## src/rtl/serial_param_consts.svh

```systemverilog
// Offsets, field positions, reset values and encodings of the serial parameter register
`ifndef SERIAL_PARAM_CONSTS_SVH
`define SERIAL_PARAM_CONSTS_SVH
`define SP_PARAM_OFFSET     8'h00
`define SP_SEL_HI           14
`define SP_SEL_LO           12
`define SP_BAUD_HI          11
`define SP_BAUD_LO          8
`define SP_LAMP_TWO_BIT     7
`define SP_LAMP_ONE_BIT     6
`define SP_PAR_POL_BIT      5
`define SP_PAR_ON_BIT       4
`define SP_WSZ_HI           3
`define SP_WSZ_LO           2
`define SP_LOOP_BIT         1
`define SP_SEL_TERM1        3'h0
`define SP_SEL_CONSOLE      3'h1
`define SP_SEL_PRINTER      3'h2
`define SP_SEL_COMMS        3'h3
`define SP_SEL_PANEL        3'h4
`define SP_SEL_TERM2        3'h5
`define SP_SEL_TERM3        3'h6
`define SP_BAUD_110         4'h2
`define SP_RESET_BAUD       4'he
`define SP_RESET_WSZ        2'h3
`define SP_NUM_PORTS        6
`define SP_HSIZE_WORD       3'h2
`define SP_HSIZE_HALF       3'h1
`endif

```

## src/rtl/serial_param_pkg.sv

```systemverilog
// Types for the serial parameter register block
package serial_param_pkg;
  typedef struct packed {
    logic [3:0] baud;
    logic       parityPolarity;
    logic       parityCheckOn;
    logic [1:0] wordSizeSelect;
    logic       twoStopBits;
  } port_cfg_t;
  typedef enum logic [1:0] {
    BUS_IDLE  = 2'b01,
    BUS_WRITE = 2'b10
  } bus_state_t;
endpackage : serial_param_pkg

```

## src/rtl/serial_param_select_register.sv

```systemverilog
// Write-only serial parameter register on AHB-Lite
// Behaviour
// - Register is write-only, reads return zero; only whole 16-bit or word writes accepted.
// - Every interface takes default parameters at reset; software rewrites as needed.
// - Bits 14-12 pick target: term1, console, printer, comms, panel, term2, term3.
// - Bits 11-08 set the selected interface baud code, 50 through 9600.
// - Bit 07 drives lamp two, bit 06 drives lamp one, zero turns off.
// - Baud code for 110 gives the selected interface two stop bits.
// - Bit 04 enables parity; bit 05 chooses even when 1, odd when 0.
// - Bits 03-02 choose 5, 6, 7 or 8 data bits.
// - Bit 01 sets maintenance loopback for cluster and comms data.
`timescale 1ns/1ps
`default_nettype none
`include "serial_param_consts.svh"
module serial_param_select_register (
  input  wire logic        core_clk,
  input  wire logic        reset_n,
  input  wire logic        clkEn,
  input  wire logic        hsel,
  input  wire logic [7:0]  haddr,
  input  wire logic [1:0]  htrans,
  input  wire logic        hwrite,
  input  wire logic [2:0]  hsize,
  input  wire logic [31:0] hwdata,
  input  wire logic        hready,
  output logic      [31:0] hrdata,
  output logic             hreadyout,
  output logic             hresp,
  output logic [3:0]       baudRate [`SP_NUM_PORTS],
  output logic             parityPolarity [`SP_NUM_PORTS],
  output logic             parityCheckOn [`SP_NUM_PORTS],
  output logic [1:0]       wordSizeSelect [`SP_NUM_PORTS],
  output logic             twoStopBits [`SP_NUM_PORTS],
  output logic             panelLampOne,
  output logic             panelLampTwo,
  output logic             diagLoopback
);
  // Port index: 0 term1, 1 console, 2 printer, 3 comms, 4 term2, 5 term3
  serial_param_pkg::bus_state_t state_r;
  serial_param_pkg::bus_state_t state_nxt;
  logic        lamp1_r;
  logic        lamp1_nxt;
  logic        lamp2_r;
  logic        lamp2_nxt;
  logic        loop_r;
  logic        loop_nxt;
  logic [2:0]  sel;
  logic [15:0] wordIn;
  logic        commit;
  logic        addrOk;
  logic [`SP_NUM_PORTS-1:0] load;
  serial_param_pkg::port_cfg_t cfg [`SP_NUM_PORTS];

  // ==========================================
  // AHB-Lite address phase
  always_comb begin
    state_nxt = serial_param_pkg::BUS_IDLE;
    addrOk = (haddr == `SP_PARAM_OFFSET) &&
             ((hsize == `SP_HSIZE_WORD) || (hsize == `SP_HSIZE_HALF));
    if (hsel && hready && htrans[1] && hwrite && addrOk)
      state_nxt = serial_param_pkg::BUS_WRITE;
  end
  always_ff @(posedge core_clk) begin
    if (!reset_n)
      state_r <= serial_param_pkg::BUS_IDLE;
    else if (clkEn)
      state_r <= state_nxt;
  end
  always_ff @(posedge core_clk) begin
    if (!reset_n) begin
      hrdata    <= 32'h0000_0000;
      hreadyout <= 1'b1;
      hresp     <= 1'b0;
    end else if (clkEn) begin
      hrdata    <= 32'h0000_0000;
      hreadyout <= 1'b1;
      hresp     <= 1'b0;
    end
  end

  // ==========================================
  // Data phase decode
  assign wordIn = hwdata[15:0];
  assign sel    = wordIn[`SP_SEL_HI:`SP_SEL_LO];
  assign commit = clkEn && (state_r == serial_param_pkg::BUS_WRITE);
  always_comb begin
    load = '0;
    if (commit) begin
      case (sel)
        `SP_SEL_TERM1:   load[0] = 1'b1;
        `SP_SEL_CONSOLE: load[1] = 1'b1;
        `SP_SEL_PRINTER: load[2] = 1'b1;
        `SP_SEL_COMMS:   load[3] = 1'b1;
        `SP_SEL_TERM2:   load[4] = 1'b1;
        `SP_SEL_TERM3:   load[5] = 1'b1;
        default:         load = '0;
      endcase
    end
  end

  // ==========================================
  // Panel lamps and loopback
  always_comb begin
    lamp1_nxt = lamp1_r;
    lamp2_nxt = lamp2_r;
    loop_nxt  = loop_r;
    if (commit) begin
      loop_nxt = wordIn[`SP_LOOP_BIT];
      if (sel == `SP_SEL_PANEL) begin
        lamp1_nxt = wordIn[`SP_LAMP_ONE_BIT];
        lamp2_nxt = wordIn[`SP_LAMP_TWO_BIT];
      end
    end
  end
  always_ff @(posedge core_clk) begin
    if (!reset_n) begin
      lamp1_r <= 1'b0;
      lamp2_r <= 1'b0;
      loop_r  <= 1'b0;
    end else if (clkEn) begin
      lamp1_r <= lamp1_nxt;
      lamp2_r <= lamp2_nxt;
      loop_r  <= loop_nxt;
    end
  end
  assign panelLampOne = lamp1_r;
  assign panelLampTwo = lamp2_r;
  assign diagLoopback = loop_r;

  // ==========================================
  // Per-interface parameter slots
  genvar gi;
  generate
    for (gi = 0; gi < `SP_NUM_PORTS; gi++) begin : g_slot
      port_cfg_slot u_slot (
        .core_clk (core_clk),
        .reset_n  (reset_n),
        .clkEn    (clkEn),
        .load     (load[gi]),
        .wordIn   (wordIn),
        .cfg      (cfg[gi])
      );
      assign baudRate[gi]       = cfg[gi].baud;
      assign parityPolarity[gi] = cfg[gi].parityPolarity;
      assign parityCheckOn[gi]  = cfg[gi].parityCheckOn;
      assign wordSizeSelect[gi] = cfg[gi].wordSizeSelect;
      assign twoStopBits[gi]    = cfg[gi].twoStopBits;
    end
  endgenerate

  // ==========================================
  // Checks
  p_read_zero: assert property (@(posedge core_clk) disable iff (!reset_n)
    hrdata == 32'h0000_0000)
    else $error("Read data not zero");
  p_reset_default: assert property (@(posedge core_clk)
    !reset_n |=> (baudRate[1] == `SP_RESET_BAUD && !panelLampOne))
    else $error("Reset defaults wrong");
  p_console_sel: assert property (@(posedge core_clk) disable iff (!reset_n)
    (commit && sel == `SP_SEL_CONSOLE) |=> baudRate[1] == $past(wordIn[11:8]))
    else $error("Console not loaded");
  p_printer_baud: assert property (@(posedge core_clk) disable iff (!reset_n)
    (commit && sel == `SP_SEL_PRINTER) |=> baudRate[2] == $past(wordIn[11:8]))
    else $error("Printer baud wrong");
  p_lamp: assert property (@(posedge core_clk) disable iff (!reset_n)
    (commit && sel == `SP_SEL_PANEL) |=> panelLampTwo == $past(wordIn[7]))
    else $error("Lamp two wrong");
  p_stop: assert property (@(posedge core_clk) disable iff (!reset_n)
    twoStopBits[3] == (baudRate[3] == `SP_BAUD_110))
    else $error("Stop bits mismatch");
  p_parity: assert property (@(posedge core_clk) disable iff (!reset_n)
    (commit && sel == `SP_SEL_TERM1) |=> parityCheckOn[0] == $past(wordIn[4]) &&
      parityPolarity[0] == $past(wordIn[5]))
    else $error("Parity fields wrong");
  p_wsize: assert property (@(posedge core_clk) disable iff (!reset_n)
    (commit && sel == `SP_SEL_TERM3) |=> wordSizeSelect[5] == $past(wordIn[3:2]))
    else $error("Word size wrong");
  p_loop: assert property (@(posedge core_clk) disable iff (!reset_n)
    commit |=> diagLoopback == $past(wordIn[1]))
    else $error("Loopback wrong");
  p_other: assert property (@(posedge core_clk) disable iff (!reset_n)
    (commit && sel == `SP_SEL_PANEL) |=> $stable(baudRate[4]))
    else $error("Other slot disturbed");
endmodule : serial_param_select_register
`default_nettype wire

```

## src/rtl/port_cfg_slot.sv

```systemverilog
// One interface's stored parameter set
`timescale 1ns/1ps
`default_nettype none
`include "serial_param_consts.svh"
module port_cfg_slot (
  input  wire logic                       core_clk,
  input  wire logic                       reset_n,
  input  wire logic                       clkEn,
  input  wire logic                       load,
  input  wire logic [15:0]                wordIn,
  output var  serial_param_pkg::port_cfg_t cfg
);
  serial_param_pkg::port_cfg_t cfg_r;
  serial_param_pkg::port_cfg_t cfg_nxt;
  // ==========================================
  // Next value
  always_comb begin
    cfg_nxt = cfg_r;
    if (load) begin
      cfg_nxt.baud           = wordIn[`SP_BAUD_HI:`SP_BAUD_LO];
      cfg_nxt.parityPolarity = wordIn[`SP_PAR_POL_BIT];
      cfg_nxt.parityCheckOn  = wordIn[`SP_PAR_ON_BIT];
      cfg_nxt.wordSizeSelect = wordIn[`SP_WSZ_HI:`SP_WSZ_LO];
      cfg_nxt.twoStopBits    = (wordIn[`SP_BAUD_HI:`SP_BAUD_LO] == `SP_BAUD_110);
    end
  end
  // ==========================================
  // Register
  always_ff @(posedge core_clk) begin
    if (!reset_n) begin
      cfg_r.baud           <= `SP_RESET_BAUD;
      cfg_r.parityPolarity <= 1'b0;
      cfg_r.parityCheckOn  <= 1'b0;
      cfg_r.wordSizeSelect <= `SP_RESET_WSZ;
      cfg_r.twoStopBits    <= 1'b0;
    end else if (clkEn) begin
      cfg_r <= cfg_nxt;
    end
  end
  assign cfg = cfg_r;
  p_keep: assert property (@(posedge core_clk) disable iff (!reset_n)
    (clkEn && !load) |=> (cfg_r == $past(cfg_r)))
    else $error("Slot changed without a load");
endmodule : port_cfg_slot
`default_nettype wire

```

## config.mk

```make
export PLATFORM = sky130hd
export DESIGN_NAME = serial_param_select_register
export DESIGN_NICKNAME = d
export VERILOG_FILES = /design/src/rtl/serial_param_pkg.sv /design/src/rtl/serial_param_select_register.sv /design/src/rtl/port_cfg_slot.sv
export VERILOG_INCLUDE_DIRS = /design/src /design/src/rtl
export SDC_FILE = /design/constraint.sdc
export NUM_CORES = 1
export LEC_CHECK = 0
export BUFFER_PORTS_ARGS = -buffer_cell sky130_fd_sc_hd__buf_4
export CAP_MARGIN = 25
export CORE_MARGIN = 2
export CORE_UTILIZATION = 41
export DETAILED_ROUTE_END_ITERATION = 10
export MAX_ROUTING_LAYER = met4
export PLACE_DENSITY_LB_ADDON = 0.1
export SYNTH_ARGS = -nofsm -noshare
export SYNTH_HDL_FRONTEND = slang
export SYNTH_SLANG_ARGS = --single-unit
```

## constraint.sdc

```tcl
create_clock -name core_clk -period 1.23 [get_ports core_clk]
set_input_delay 0.1845 -clock core_clk [delete_from_list [all_inputs] [get_ports core_clk]]
set_output_delay 0.1845 -clock core_clk [all_outputs]
set_load 0.05 [all_outputs]
```

==> flow_summary.yaml <==
global_routing:
  use_met3_pct: 6.83
  grt_pass1_vias: 2346
  grt_max_degree: 32
  grt.busiest_layer: "met2"
  grt_remaining_overflow: 0
  met2_usage_pct: 33.7
  use_met1_pct: 27.0
  grt_first_pass_wirelength_mm: 12.2
  grt_usage_pct: 21.8
  antenna_found_initial: 0
synthesis:
  synth.area.top_cells: "dfxtp_1, nand3_1, buf_4"
  postSynthCellCount: 312
  yosysTopAreaCell: "dfxtp_1"
  async_reset_ff_share_pct: 0
  yosys.area.top_type_share_pct: 42.8
  ys_warn_count: 0
  synth_edf_count: 0
  ys_types: 34
  syn_area_um2: 2760
  avgSynthCellArea_um2: 8.85
  synth_most_common_cell: "nand3_1"
  ys_ff_latch: 59
  synth_commonest_cells: "nand3_1, dfxtp_1, o21ai_0, buf_4, a21boi_0"
  seq_area_frac_synth_pct: 42.8
  synth_ff_type: "dfxtp_1"
detailed_routing:
  vias_per_cell: 5.35
  wl_per_cell_um: 16.4
  firstDrtPassIters: 5
  wirelength_mm: 8.04
  ant_nets: 0
  drt_iter0_drc: 119
  drc: 0
  vias: 2625
critical_path:
  arrival_ps: 1530
  rr_worst_depth: 5
  cp-end-kind: "flop"
  critical_path_required_ps: 1450
  start_kind: "flop"
  path_max_fanout: 30
  path_class: "flop to flop"
clocking:
  clock_path_buffers: 2
  cts_tree: "done"
  cts_htree_levels: 3
  clk_pin_slew_worst_paths_ps: 60
  clockRootBuffer: "clkbuf_8"
  cts_hold_buffers: 0
  cts-buffers-inserted: 9
  numClockSinks: 59
  clk_latency_ps: 340
run_status:
  status: "finished with violations"
  violations: "setup timing"
placement:
  place_ws_ps: -101
  gp_congestion: 0.764
  place_area_um2: 3390
  hpwl_mm: 4.97
  port_buffers: 88
power:
  swShare_pct: 27.2
  seqPwrFrac_pct: 47.7
  powerDensity_nw_per_um2: 1080
  p_comb_share_pct: 10.4
  p_leak_nw: 1.48
  peakVddDrop_mv: 0.684
  p_sw_w: 0.00109
  clock_power_share_pct: 41.9
  internal-power_w: 0.00292
flow_run:
  cap_viol_max_count: 0
finish:
  nets: 461
  multiInputGateArea_um2: 1290
  area_growth_pct: 34.7
  finish.instance_area_um2: 3720
  fillers: 626
  seqCellArea_um2: 1180
  post-route-util_pct: 57.9
  drive_gt1_share_pct: 35.3
  num_antenna_cells: 0
timing:
  fmax_ghz: 0.765
  rsz0062_at_grt: "yes"
  final_hold_viol_count: 0
  fin_ws_ps: -78.0
  timing.final.crit_share_pct: 106
  finalCriticalPeriod_ps: 1310
  drv_slew: 0
  setup_viol: 17
  fin_skew_ps: 6.51
floorplanning:
  die_y_um: 86.1
  start_util_pct: 43.0
  io_pins: 142
  die_area_um2: 7410
  core-area_um2: 6420
  die_x_um: 86.1
  row_count: 29
min_path:
  worst_hold_path_type: "input pin to flop"
  worstHoldPathCells: 2
-- repair_timing --
item                       4_1_cts  5_1_grt
gates cloned                     1        4
buffers inserted                 1        2
setup endpoints to repair       44       56
resized for setup               18       35
pin swaps                        2        5
-- cells in the final DEF (no fill, tap or decap), types with 3 or more instances in the layout --
cell,n
a21boi_1,20
buf_12,3
buf_4,104
buf_6,7
clkbuf_8,9
clkinv_2,4
conb_1,34
dfxtp_1,57
nand3_1,80
nand3b_1,5
nor4b_1,3
o211ai_1,6
o21ai_0,14
o21ai_1,35
o31ai_1,6
or3b_4,4
-- through the flow --
stage	setup TNS [ps]	std cells	hold slack (ps)	total power (W)
after floorplan	-334	344	277	0.00232
after global placement	-1580	468	387	0.00236
after detailed placement	-1970	468	382	0.00236
after CTS	-371	485	15.0	0.00403
after global routing	-2570	491	31.5	0.00414
final	-250	491	27.8	0.00401
-- sequential cells by signal, indices dropped and copies added, names as in the netlist --
name               count
panelLampOne           1
state_r                2
diagLoopback           1
panelLampTwo           1
g_slot.u_slot.cfg     54
-- layer usage --
metal | vias up | wire length [um]
li1 | 1254 | -
met1 | 1229 | 3400
met2 | 128 | 3810
met3 | 14 | 705
met4 | 0 | 120
met5 | - | 0
-- cells by family after synthesis --
logic type | share of synthesized area (%)
other | 0.272
XOR/XNOR | 0.317
flip-flops | 42.8
multiplexers | 0.362
buffers and inverters | 16.4
AO/OA/AOI/OAI | 18.5
AND/OR/NAND/NOR | 21.3
-- critical path: stages, from the launching register on --
cell and delay (ps):
dfxtp_2 340, buf_6 130, nand3b_1 200, buf_12 190, o211ai_1 220, o31ai_1 100
-- cell type report --
| cell class | instances | area share, % |
|---|---|---|
| timing repair buffer | 116 | 26.1 |
| multi-input combinational | 224 | 34.6 |
| tap | 77 | 2.59 |
| clock inverter | 6 | 1.55 |
| sequential | 59 | 31.8 |
| clock buffer | 9 | 3.33 |
-- power groups by stage --
| stage | registers (W) | clock network [W] | logic [W] |
|---|---|---|---|
| 3_5_place_dp | 0.00195 | 0 | 0.000404 |
| 4_1_cts | 0.00191 | 0.00171 | 0.000408 |
| 6_report | 0.00191 | 0.00168 | 0.000416 |
| 5_1_grt | 0.00191 | 0.00179 | 0.000436 |
| 3_3_place_gp | 0.00195 | 0 | 0.000404 |
| 2_1_floorplan | 0.00195 | 0 | 0.000369 |
-- final timing paths --
| check | start | endpoint | slack, ps |
|---|---|---|---|
| worst min-delay path | haddr[4] | state_r[1] | 30 |
| worst max register to register | state_r[0] | g_slot[4].u_slot.cfg[0] | -80 |
| worst min register to register | g_slot[4].u_slot.cfg[3] | g_slot[4].u_slot.cfg[3] | 480 |
| worst max-delay path | state_r[0] | g_slot[4].u_slot.cfg[0] | -80 |
(Power assumes the default switching activity.)
